$ cat src/pkg/pbg_pkg.sv
package pbg_pkg;
	// register offsets
	localparam int ADDR_W = 4;
	localparam logic [3:0] OFF_PORT = 4'h0;
	localparam logic [3:0] OFF_LATCH = 4'h1;
	localparam logic [3:0] OFF_DIR = 4'h2;
	localparam logic [3:0] OFF_PULLUP = 4'h3;
	localparam logic [3:0] OFF_CHG_EN = 4'h4;
	localparam logic [3:0] OFF_CTRL = 4'h5;
	localparam logic [3:0] OFF_ANALOG = 4'h6;
	// control register fields
	localparam int CTRL_MASTER_BIT = 0;
	localparam int CTRL_FLAG_BIT = 1;
	localparam int CTRL_PU_DIS_BIT = 7;
	// pin map
	localparam int PORT_W = 8;
	localparam int ANALOG_W = 5;
	localparam int CHG_LO = 4;
	localparam int CHG_W = 4;
	localparam int LVP_PIN = 5;
	localparam int CCP_PIN = 3;
	// reset values
	localparam logic [7:0] RST_LATCH = 8'h00;
	localparam logic [7:0] RST_DIR = 8'hFF;
	localparam logic [7:0] RST_PULLUP = 8'h00;
	localparam logic [3:0] RST_CHG_EN = 4'h0;
	localparam logic [4:0] RST_ANALOG = 5'h1F;
	localparam logic [4:0] DIGITAL_ALL = 5'h00;
	localparam logic [3:0] RST_SNAP = 4'h0;
	localparam logic RST_PU_DIS = 1'b1;
	localparam logic [7:0] READ_ZERO = 8'h00;
endpackage

$ cat src/design/pbg_port.sv
`timescale 1ns/100ps
// Summary of operation
// - eight pins, each input or output
// - direction one is input, zero drives latch
// - latch register reads back latched value
// - pull-up needs enable bit and global enable
// - global disable turns every pull-up off
// - output pins get no pull-up, except pin three when the capture output drives it
// - power-on reset disables all pull-ups
// - low five pins analog after power-on
// - default select one makes them digital
// - upper four pins have change enables
// - master enable gates all change enables
// - output pins excluded from change compare
// - pins compared with last-read snapshot, ORed
// - change flag can wake the device
// - port access refreshes snapshot, except move
// - mismatch keeps setting flag until refreshed
// - snapshot survives external and brown-out reset
// - change at refresh cycle may be missed
// - capture pin moves here when select zero
// - analog disables port input, not output or capture input
// - programming enable makes pin five entry only
module pbg_port
	import pbg_pkg::*;
(
	input wire logic clk_sys,
	input wire logic reset_n,
	input wire logic warm_reset,
	input wire logic [pbg_pkg::ADDR_W-1:0] reg_addr,
	input wire logic [7:0] reg_wdata,
	input wire logic reg_wr,
	input wire logic reg_rd,
	input wire logic reg_move,
	output logic [7:0] reg_rdata,
	input wire logic [7:0] pin_in,
	output logic [7:0] pin_out,
	output logic [7:0] pin_oe,
	output logic [7:0] pullup_on,
	input wire logic analog_default_select,
	input wire logic alt_capture_pin_select,
	input wire logic low_voltage_program_enable,
	input wire logic ccp_out,
	input wire logic ccp_oe,
	output logic ccp_capture_in,
	output logic lvp_entry_pin,
	output logic change_int_flag,
	output logic wake_q
);
	import pbg_pkg::*;

	logic [7:0] sync1_q;
	logic [7:0] sync2_q;
	logic [7:0] latch_q;
	logic [7:0] dir_q;
	logic [7:0] pullup_q;
	logic [3:0] chg_en_q;
	logic master_q;
	logic pu_dis_q;
	logic flag_q;
	logic [4:0] analog_q;
	logic init_done_q;
	logic [3:0] snap_q;
	logic [7:0] digital_in;
	logic [3:0] mismatch;
	logic [3:0] cmp_mask;
	logic any_mismatch;
	logic port_touch;
	logic flag_clear;
	logic ccp_here;
	logic lvp_on;
	logic [7:0] out_d;
	logic [7:0] oe_d;
	logic [7:0] pu_d;
	logic [7:0] rdata_d;

	// pin synchroniser
	always_ff @(posedge clk_sys or negedge reset_n)
	begin
		if (!reset_n)
		begin
			sync1_q <= READ_ZERO;
			sync2_q <= READ_ZERO;
		end
		else
		begin
			sync1_q <= pin_in;
			sync2_q <= sync1_q;
		end
	end

	assign lvp_on = low_voltage_program_enable;
	assign ccp_here = !alt_capture_pin_select;

	// digital input view of the pins
	always_comb
	begin
		digital_in = sync2_q;
		digital_in[ANALOG_W-1:0] = sync2_q[ANALOG_W-1:0] & ~analog_q;
		if (lvp_on)
		begin
			digital_in[LVP_PIN] = 1'b0;
		end
	end

	// software access decode
	assign port_touch = (reg_wr || reg_rd) && reg_addr == OFF_PORT && !reg_move;
	assign flag_clear = reg_wr && reg_addr == OFF_CTRL && !reg_wdata[CTRL_FLAG_BIT];

	// output latch
	always_ff @(posedge clk_sys or negedge reset_n)
	begin
		if (!reset_n)
		begin
			latch_q <= RST_LATCH;
		end
		else if (warm_reset)
		begin
			latch_q <= RST_LATCH;
		end
		else if (reg_wr && (reg_addr == OFF_PORT || reg_addr == OFF_LATCH))
		begin
			latch_q <= reg_wdata;
		end
	end

	// direction bits
	always_ff @(posedge clk_sys or negedge reset_n)
	begin
		if (!reset_n)
		begin
			dir_q <= RST_DIR;
		end
		else if (warm_reset)
		begin
			dir_q <= RST_DIR;
		end
		else if (reg_wr && reg_addr == OFF_DIR)
		begin
			dir_q <= reg_wdata;
		end
	end

	// pull-up enables and global disable
	always_ff @(posedge clk_sys or negedge reset_n)
	begin
		if (!reset_n)
		begin
			pullup_q <= RST_PULLUP;
			pu_dis_q <= RST_PU_DIS;
		end
		else if (warm_reset)
		begin
			pullup_q <= RST_PULLUP;
			pu_dis_q <= RST_PU_DIS;
		end
		else
		begin
			if (reg_wr && reg_addr == OFF_PULLUP)
			begin
				pullup_q <= reg_wdata;
			end
			if (reg_wr && reg_addr == OFF_CTRL)
			begin
				pu_dis_q <= reg_wdata[CTRL_PU_DIS_BIT];
			end
		end
	end

	// change enables and master enable, kept over warm reset so the flag can re-set
	always_ff @(posedge clk_sys or negedge reset_n)
	begin
		if (!reset_n)
		begin
			chg_en_q <= RST_CHG_EN;
			master_q <= 1'b0;
		end
		else
		begin
			if (reg_wr && reg_addr == OFF_CHG_EN)
			begin
				chg_en_q <= reg_wdata[CHG_LO +: CHG_W];
			end
			if (reg_wr && reg_addr == OFF_CTRL)
			begin
				master_q <= reg_wdata[CTRL_MASTER_BIT];
			end
		end
	end

	// analog select, default caught once after power-on release
	always_ff @(posedge clk_sys or negedge reset_n)
	begin
		if (!reset_n)
		begin
			analog_q <= RST_ANALOG;
			init_done_q <= 1'b0;
		end
		else if (!init_done_q)
		begin
			init_done_q <= 1'b1;
			analog_q <= analog_default_select ? DIGITAL_ALL : RST_ANALOG;
		end
		else if (reg_wr && reg_addr == OFF_ANALOG)
		begin
			analog_q <= reg_wdata[ANALOG_W-1:0];
		end
	end

	// last-read snapshot, untouched by warm reset
	always_ff @(posedge clk_sys or negedge reset_n)
	begin
		if (!reset_n)
		begin
			snap_q <= RST_SNAP;
		end
		else if (port_touch)
		begin
			snap_q <= digital_in[CHG_LO +: CHG_W];
		end
	end

	// mismatch compare on enabled input pins
	always_comb
	begin
		cmp_mask = chg_en_q & dir_q[CHG_LO +: CHG_W];
		if (lvp_on)
		begin
			cmp_mask[LVP_PIN-CHG_LO] = 1'b0;
		end
		if (!master_q)
		begin
			cmp_mask = 4'h0;
		end
		mismatch = (digital_in[CHG_LO +: CHG_W] ^ snap_q) & cmp_mask;
		// a refresh in this cycle hides a coincident change
		if (port_touch)
		begin
			mismatch = 4'h0;
		end
	end

	assign any_mismatch = |mismatch;

	// sticky change flag, set wins over clear
	always_ff @(posedge clk_sys or negedge reset_n)
	begin
		if (!reset_n)
		begin
			flag_q <= 1'b0;
		end
		else if (warm_reset)
		begin
			flag_q <= 1'b0;
		end
		else if (any_mismatch)
		begin
			flag_q <= 1'b1;
		end
		else if (flag_clear)
		begin
			flag_q <= 1'b0;
		end
	end

	// pin drive, enables and pull-ups
	always_comb
	begin
		out_d = latch_q;
		oe_d = ~dir_q;
		if (ccp_here && ccp_oe)
		begin
			out_d[CCP_PIN] = ccp_out;
			oe_d[CCP_PIN] = 1'b1;
		end
		pu_d = pullup_q & dir_q;
		if (pu_dis_q)
		begin
			pu_d = 8'h00;
		end
		if (lvp_on)
		begin
			oe_d[LVP_PIN] = 1'b0;
			out_d[LVP_PIN] = 1'b0;
			pu_d[LVP_PIN] = 1'b0;
		end
	end

	always_ff @(posedge clk_sys or negedge reset_n)
	begin
		if (!reset_n)
		begin
			pin_out <= RST_LATCH;
			pin_oe <= 8'h00;
			pullup_on <= 8'h00;
		end
		else
		begin
			pin_out <= out_d;
			pin_oe <= oe_d;
			pullup_on <= pu_d;
		end
	end

	// peripheral-facing inputs and status outputs
	always_ff @(posedge clk_sys or negedge reset_n)
	begin
		if (!reset_n)
		begin
			ccp_capture_in <= 1'b0;
			lvp_entry_pin <= 1'b0;
			change_int_flag <= 1'b0;
			wake_q <= 1'b0;
		end
		else
		begin
			ccp_capture_in <= ccp_here ? sync2_q[CCP_PIN] : 1'b0;
			lvp_entry_pin <= lvp_on ? sync2_q[LVP_PIN] : 1'b0;
			change_int_flag <= flag_q;
			wake_q <= flag_q && master_q;
		end
	end

	// read mux
	always_comb
	begin
		rdata_d = READ_ZERO;
		case (reg_addr)
			OFF_PORT:
			begin
				rdata_d = digital_in;
			end
			OFF_LATCH:
			begin
				rdata_d = latch_q;
			end
			OFF_DIR:
			begin
				rdata_d = dir_q;
			end
			OFF_PULLUP:
			begin
				rdata_d = pullup_q;
			end
			OFF_CHG_EN:
			begin
				rdata_d = {chg_en_q, 4'h0};
			end
			OFF_CTRL:
			begin
				rdata_d[CTRL_MASTER_BIT] = master_q;
				rdata_d[CTRL_FLAG_BIT] = flag_q;
				rdata_d[CTRL_PU_DIS_BIT] = pu_dis_q;
			end
			OFF_ANALOG:
			begin
				rdata_d = {3'h0, analog_q};
			end
			default:
			begin
				rdata_d = READ_ZERO;
			end
		endcase
	end

	always_ff @(posedge clk_sys or negedge reset_n)
	begin
		if (!reset_n)
		begin
			reg_rdata <= READ_ZERO;
		end
		else if (reg_rd)
		begin
			reg_rdata <= rdata_d;
		end
		else
		begin
			reg_rdata <= READ_ZERO;
		end
	end

endmodule

$ cat config.mk
export PLATFORM = sky130hd
export DESIGN_NAME = pbg_port
export DESIGN_NICKNAME = d
export VERILOG_FILES = /design/src/pkg/pbg_pkg.sv /design/src/design/pbg_port.sv
export SDC_FILE = /design/constraint.sdc
export NUM_CORES = 1
export LEC_CHECK = 0
export ABC_AREA = 1
export BUFFER_PORTS_ARGS = -buffer_cell sky130_fd_sc_hd__buf_2
export CORE_MARGIN = 2
export CORE_UTILIZATION = 55
export DETAILED_ROUTE_END_ITERATION = 10
export PLACE_DENSITY = 0.79
export SLEW_MARGIN = 30
export SYNTH_ARGS = -nofsm -noshare
export SYNTH_HDL_FRONTEND = slang
export SYNTH_SLANG_ARGS = --single-unit
$ cat constraint.sdc
create_clock -name clk_sys -period 1.3 [get_ports clk_sys]
set_input_delay 0.065 -clock clk_sys [delete_from_list [all_inputs] [get_ports clk_sys]]
set_output_delay 0.065 -clock clk_sys [all_outputs]
set_load 0.01 [all_outputs]
== Word-level counts from Yosys, hierarchy flattened ==
Cells that the tools add are included.

* Register bits after elaboration: 93
* Bits of input ports: 31
* Output and inout port bits: 36
* Logic and storage cells: 87

* Equality and inequality tests: 7
* Mux-type cells: 30
* Bitwise logic cells: 7
* Reduce and logical (&&, ||, !) cells: 23

{| class="wikitable"
|+ Operators with widths
! operator !! number
|-
| $mux 8 || 8
|-
| $pmux 5 s6 || 1
|-
| $mux 5 || 3
|-
| $mux 1 || 14
|-
| $eq 4x3->1 const B || 3
|-
| $pmux 2 s6 || 1
|-
| $logic_and 1x1->1 || 11
|-
| $and 4x4->4 || 2
|-
| $and 8x8->8 || 1
|-
| $eq 4x2->1 const B || 2
|-
| $mux 4 || 2
|-
| $not 8->8 || 1
|-
| $reduce_bool 2->1 || 4
|-
| $pmux 1 s6 || 1
|-
| $and 5x5->5 || 1
|-
| $not 5->5 || 1
|-
| $eq 4x1->1 const B || 1
|-
| $logic_not 4->1 || 1
|-
| $reduce_or 4->1 || 1
|-
| $xor 4x4->4 || 1
|-
| $logic_not 1->1 || 3
|-
| $reduce_bool 3->1 || 1
|-
| $logic_or 1x1->1 || 2
|-
| $ne 2x1->1 const B || 1
|}

== Depth between registers and ports, before layout ==
Gate-level depths: netlist (run 1).

* Depth after elaboration: 8
* Mapped depth: 9
* Mapped depth without buffers: 9

== Least setup slack after synthesis (run 1) ==
Ideal clock, no wire load.

* Path kind: flip-flop to flip-flop
* From: reg analog_q[4]
* To: reg flag_q
* Data arrival time: 0.994 ns
* Required time: 1.187 ns
* Slack: 0.193 ns
* Cell stages (with the launch flop): 10
* Cell sequence: dfstp_2 -> inv_1 -> nand2_1 -> nand2_1 -> nand3_1 -> nor2_1 -> nor2_1 -> nand3_1 -> nand2_1 -> inv_1

* Longest elaborated chain between the ends: 8
* Elaborated cells on any way between the ends: 9
* Those cells by class: mux: 3; bitwise: 4; reduce/logical: 2

{| class="wikitable"
|+ RTL lines
! what !! line !! source
|-
| start, declared || pbg_port.sv:61 || <nowiki>logic [4:0] analog_q;</nowiki>
|-
| start signal, assigned || pbg_port.sv:202 || <nowiki>analog_q <= analog_default_select ? DIGITAL_ALL : RST_ANALOG;</nowiki>
|-
| start signal, assigned || pbg_port.sv:206 || <nowiki>analog_q <= reg_wdata[ANALOG_W-1:0];</nowiki>
|-
| $not 5->5 * || pbg_port.sv:99 || <nowiki>digital_in[ANALOG_W-1:0] = sync2_q[ANALOG_W-1:0] & ~analog_q;</nowiki>
|-
| $and 5x5->5 * || pbg_port.sv:99 ||
|-
| $xor 4x4->4 * || pbg_port.sv:235 || <nowiki>mismatch = (digital_in[CHG_LO +: CHG_W] ^ snap_q) & cmp_mask;</nowiki>
|-
| $and 4x4->4 * || pbg_port.sv:235 ||
|-
| $mux 4 * || pbg_port.sv:237 || <nowiki>if (port_touch)</nowiki>
|-
| $reduce_or 4->1 * || pbg_port.sv:243 || <nowiki>assign any_mismatch = |mismatch;</nowiki>
|-
| $mux 1 || pbg_port.sv:256 || <nowiki>else if (any_mismatch)</nowiki>
|-
| $mux 1 || pbg_port.sv:252 || <nowiki>else if (warm_reset)</nowiki>
|-
| end signal, assigned || pbg_port.sv:250 || <nowiki>flag_q <= 1'b0;</nowiki>
|-
| end signal, assigned || pbg_port.sv:254 || <nowiki>flag_q <= 1'b0;</nowiki>
|-
| end signal, assigned || pbg_port.sv:258 || <nowiki>flag_q <= 1'b1;</nowiki>
|-
| end, declared || pbg_port.sv:60 || <nowiki>logic flag_q;</nowiki>
|}

Every way passes the cells marked *; elsewhere a longest branch is shown, timed or not.
A chain may end at the register's enable or synchronous reset.

== Worst setup path after layout (run 1) ==
* From: reg dir_q[5]
* To: reg flag_q

* Longest elaborated chain between the ends: 8
* Elaborated cells on any way between the ends: 9
* Those cells by class: mux: 5; bitwise: 2; reduce/logical: 2

{| class="wikitable"
|+ RTL lines
! what !! line !! source
|-
| start, declared || pbg_port.sv:55 || <nowiki>logic [7:0] dir_q;</nowiki>
|-
| start signal, assigned || pbg_port.sv:140 || <nowiki>dir_q <= reg_wdata;</nowiki>
|-
| $and 4x4->4 * || pbg_port.sv:226 || <nowiki>cmp_mask = chg_en_q & dir_q[CHG_LO +: CHG_W];</nowiki>
|-
| $mux 1 * || pbg_port.sv:227 || <nowiki>if (lvp_on)</nowiki>
|-
| $mux 4 * || pbg_port.sv:231 || <nowiki>if (!master_q)</nowiki>
|-
| $and 4x4->4 * || pbg_port.sv:235 ||
|-
| $mux 4 * || pbg_port.sv:237 ||
|-
| $reduce_or 4->1 * || pbg_port.sv:243 ||
|-
| $mux 1 || pbg_port.sv:256 ||
|-
| $mux 1 || pbg_port.sv:252 ||
|}

Marks and branches as above.

==> results of run 1 <==
[worst max path at each step]
stage,endpoint,depth (start not counted)
5_1_grt,flag_q,9
4_1_cts,flag_q,9
3_3_place_gp,flag_q,9
3_5_place_dp,dir_q[1],6
6_report,flag_q,8
2_1_floorplan,flag_q,9
[repair_timing]
action | CTS | global route
gates resized for setup | 0 | 2
hold buffers | 21 | 0
buffers inserted | 0 | 0
endpoints found under the setup margin | 0 | 1
endpoints found under the hold margin | 101 | 0
[cell families after synthesis]
| logic type | synth area share |
|---|---|
| other cells | 0.00102 |
| flops | 0.639 |
| simple gates | 0.150 |
| compound gates | 0.125 |
| buf+inv | 0.0859 |
[registers in the layout (all words and copies together) (netlist names)]
name,flops
dir_q,8
latch_q,8
pin_oe,8
pin_out,8
pullup_on,8
pullup_q,8
reg_rdata,8
sync1_q,8
sync2_q,8
analog_q,5
chg_en_q,4
snap_q,4
ccp_capture_in,1
change_int_flag,1
flag_q,1
init_done_q,1
lvp_entry_pin,1
master_q,1
pu_dis_q,1
wake_q,1
[metrics by stage]
step                      area (um^2)   util
after CTS                        4560  0.714
final                            4560  0.714
after floorplan                  3670      -
after detailed placement         4160  0.651
after global routing             4560  0.714
after global placement           4160  0.651
[worst min-delay path, delay by kind of cell]
kind / cells / cell delay (ns)
buf+inv: 3 / 0.21
simple gates: 1 / 0.06
[cell type report]
cell class,instances,area [um^2],share of cell area
inverters,68,258,0.0565
flip-flops and latches,93,2340,0.514
repair buffers,99,658,0.144
multi-input cells,217,1010,0.222
clock buffers,10,128,0.0280
clock inverters,6,63.8,0.0140
well taps,77,96.3,0.0211
[placed cells by master (no fill, tap or decap), types with 3 or more instances in the layout]
master	instances
nand2_2	3
buf_4	11
nor3_1	10
buf_2	65
nor2_2	3
nand3_1	12
o21ai_0	60
clkbuf_8	9
a21oi_1	10
o22ai_1	7
nor2_1	33
dfrtp_1	79
dfstp_2	14
nand2_1	70
inv_1	66
dlygate4sd3_1	21
[per-layer routing]
layer / wire length [um] / vias up / global-route usage
li1: - / 1411 / -
met1: 3540 / 1351 / 0.334
met2: 3770 / 133 / 0.381
met3: 567 / 16 / 0.0452
met4: 190 / 0 / 0.115
met5: 0 / - / 0
[report_power, final]
part           internal [W]  switching (W)
clock network      0.000889       0.000967
logic              0.000293       0.000459
registers           0.00317       0.000133
total               0.00435        0.00156
==> results.toml, run 1 <==
[run_status]
status = "finished clean"

[synthesis]
yosysMostFrequentCell = "dfrtp_1"
netlist_area_mm2 = 0.00367
synth-seq-cells = 93
synth_edf_count = 0
syn_avg_cell_area_um2 = 9.54
synthTopCellsByArea = "dfrtp_1 54%, dfstp_2 10%, o21ai_0 8.2%, nand2_1 7.3%, inv_1 6.9%"
async_reset_ff_frac = 1.00
yosysSeqAreaShare = 0.639
synth_flop_cell = "dfrtp_1"
synth_nets = 416
yosysWarnings = 0
netlist.area_leader.share = 0.539
synthTopCellsByCount = "79 x dfrtp_1, 71 x nand2_1, 67 x inv_1"
synth_cell_types = 24
syn-instance-count = 385
yosys.area.top_type = "dfrtp_1"

[grt]
grt_pass1_wl_um = 13600
grt_max_degree = 32
grt_overflow = 0
grt.total_usage = 0.244
grt_pass1_vias = 2882
grt_antenna_before_repair = 0

[layout]
drive_gt1_frac = 0.243
layoutNonFillerInstCount = 570
antenna_cells = 0
syn_to_final_growth_pct = 24.3
nets = 519
n_fill_cell = 489

[power]
ir_worst_vdd_v = 0.00101
p_leak_nw = 2.35
p_per_area_mw_per_mm2 = 1300
p_total_w = 0.00591

[placement]
dp_hpwl_um = 5700
pre_cts_ws_ns = 0.0715
gp_congestion = 0.873
port_buffers = 66
placed_cells = 533

[routing]
vias_per_cell = 5.11
ant_nets = 0
drcViolationCount = 0
routedWlPerCell_um = 14.2
drtIter0Drc = 283
wl_um = 8070
vias = 2911
drtPass1Iterations = 5

[timing]
slew_viol_final = 0
fin_hold_ws_ns = 0.0264
setup_ws_ns = 0.0867
max_freq_mhz = 824
min_period_ns = 1.21
hold_violations = 0
clock_skew_ns = 0.0140
rsz0062_at_grt = "yes"
setup_viol = 0
period_share = 0.933
setup_tns_ns = 0

[hold_path]
min_from = "warm_reset"
min_to = "flag_q"
hold_depth = 4
min_path_type = "in2reg"

[critical_path]
setup.worst_path.start_class = "register"
path_buf_inv = 1
critPathArrivalTime_ns = 1.51
slowest_delay_ns = 0.56
worst_ep_required_time_ns = 1.60
slowest_stage = "dfstp_2"
r2r_cells = 8
timing.rr.end = "flag_q"
startpoint = "dir_q[5]"
path_class = "reg2reg"
worst-path-max-fanout = 3
crit_top_cell = "nor2_1"
end_kind = "register"
critical_path.cell_chain = "nand2_1 > nor2_1 > nand3_1 > nor2_1 > nor2_1 > nand3_1 > nand2_1 > inv_1"
timing.rr.start = "dir_q[5]"
crit_family = "flip-flops"
r2r_setup_slack_ns = 0.09

[cts]
clk_pin_slew_ns = 0.08
clock_latency_ns = 0.36
ctsHtreeMaxLevel = 3
cts_tree = "yes"
cts_buffer_depth = 2
ctsRootBufferMaster = "clkbuf_8"
cts_sinks = 93
cts_buffers = 9

[die]
num_rows = 29
die_x_um = 85.7
initial_core_util = 0.575
io_pins = 67
die_h_um = 85.7
die-area_mm2 = 0.00734
core_area_mm2 = 0.00639

[run]
drv_cap = 0
(Power assumes the default switching activity.)
==> run 2: changes to the inputs <==
==> constraint.sdc (replaced) <==
create_clock -name clk_sys -period 1.3 [get_ports clk_sys]
set_input_delay 0 -clock clk_sys [delete_from_list [all_inputs] [get_ports clk_sys]]
set_output_delay 0 -clock clk_sys [all_outputs]
set_load 0.01 [all_outputs]
==> results.toml, run 2 (synthesis gave the netlist of run 1 again) <==
[run_status]
status = "finished clean"

[placement]
port_buffers = 66
placed_area_mm2 = 0.00412
dp_hpwl_um = 5780
gp_congestion = 0.916
placed_cells = 530

[timing]
clock_skew_ns = 0.00608
max_freq_mhz = 808
fin_hold_ws_ns = 0.0324
slew_viol_final = 0
min_period_ns = 1.24
setup_viol = 0
hold_violations = 0
period_share = 0.952

[die]
initial_core_util = 0.575
core_area_mm2 = 0.00639
num_rows = 29
die-area_mm2 = 0.00734
io_pins = 67
die_x_um = 85.7
die_h_um = 85.7

[cts]
cts_sinks = 93
cts_buffer_depth = 2
ctsHtreeMaxLevel = 3
clock_latency_ns = 0.36
postCtsSetupBuffers = 0
cts_tree = "yes"
cts_buffers = 9
clk_pin_slew_ns = 0.09
ctsRootBufferMaster = "clkbuf_8"

[hold_path]
min_path_type = "in2async"

[grt]
grt.total_usage = 0.244
grt_pass1_vias = 2765
grt_overflow = 0
grt_max_degree = 43
grt_antenna_before_repair = 0
grt_pass1_wl_um = 13500

[layout]
layout_common_cells = "79 x dfrtp_1, 70 x nand2_1, 67 x inv_1"
layoutNonFillerInstCount = 568
drive_gt1_frac = 0.237
nets = 516
mostFrequentLayoutCell = "dfrtp_1"
syn_to_final_growth_pct = 23.4
final_area_mm2 = 0.00453
n_fill_cell = 476

[critical_path]
r2r_cells = 9
end_kind = "register"
setup.worst_path.start_class = "register"
worst-path-max-fanout = 4
critPathArrivalTime_ns = 1.50
path_class = "reg2reg"
startpoint = "analog_q[4]"
timing.rr.start = "analog_q[4]"
worst_ep_required_time_ns = 1.56

[routing]
drtIter0Drc = 339
routedWlPerCell_um = 14.9
ant_nets = 0
wl_um = 8450
drcViolationCount = 0
vias = 2978
vias_per_cell = 5.24
drtPass1Iterations = 5

[power]
p_total_w = 0.00594
p_leak_nw = 2.33
p_per_area_mw_per_mm2 = 1310
ir_worst_vdd_v = 0.000918

[run]
drv_cap = 0
-- run 2: cell type report --
class	count	area [um^2]	area share
Inverter	68	258	0.0569
Multi-Input combinational cell	217	1010	0.224
Sequential cell	93	2340	0.518
Timing Repair Buffer	96	623	0.138
Tap cell	77	96.3	0.0213
Antenna cell	1	2.50	0.000552
Clock inverter	6	63.8	0.0141
Clock buffer	10	128	0.0282
-- run 2: worst paths after layout --
check                                  end  slack [ns]
worst min-delay path            sync1_q[5]        0.03
worst max-delay path                flag_q        0.06
worst min register to register  sync2_q[0]        0.35
min in group clk_sys              dir_q[3]        0.05
worst max register to register      flag_q        0.06
max in group asynchronous         dir_q[1]        0.70
-- run 2: layer usage --
metal | vias up | routed length, um | part of all wire | GRT usage
li1 | 1405 | - | - | -
met1 | 1418 | 3560 | 0.42 | 0.340
met2 | 137 | 4010 | 0.48 | 0.379
met3 | 18 | 661 | 0.078 | 0.0366
met4 | 0 | 209 | 0.025 | 0.123
met5 | - | 0 | 0 | 0
-- run 2: what timing repair did --
item                       4_1_cts  5_1_grt
resized for setup                0        1
hold buffers                    21        0
hold endpoints to repair       108        0
setup endpoints to repair        0        1
-- run 2: critical path: stages (launching register included) --
cell and delay, ns:
dfstp_2 0.52, inv_1 0.08, nand2_2 0.09, nand2_1 0.05
nand3_1 0.06, nor2_1 0.04, nor2_1 0.10, nand3_1 0.08
nand2_1 0.07, inv_1 0.04
-- run 2: stage by stage --
stage          worst slack [ns]  utilization  TNS [ns]
6_report                 0.0626        0.709         0
5_1_grt                -0.00355        0.709  -0.00355
4_1_cts                  0.0322        0.708         0
3_5_place_dp             0.0535        0.646         0
3_3_place_gp              0.124        0.646         0
2_1_floorplan             0.193            -         0
-- run 2: power by group --
part	internal (W)	switching, W
Sequential	0.00317	0.000138
Clock	0.000886	0.00100
Combinational	0.000282	0.000470
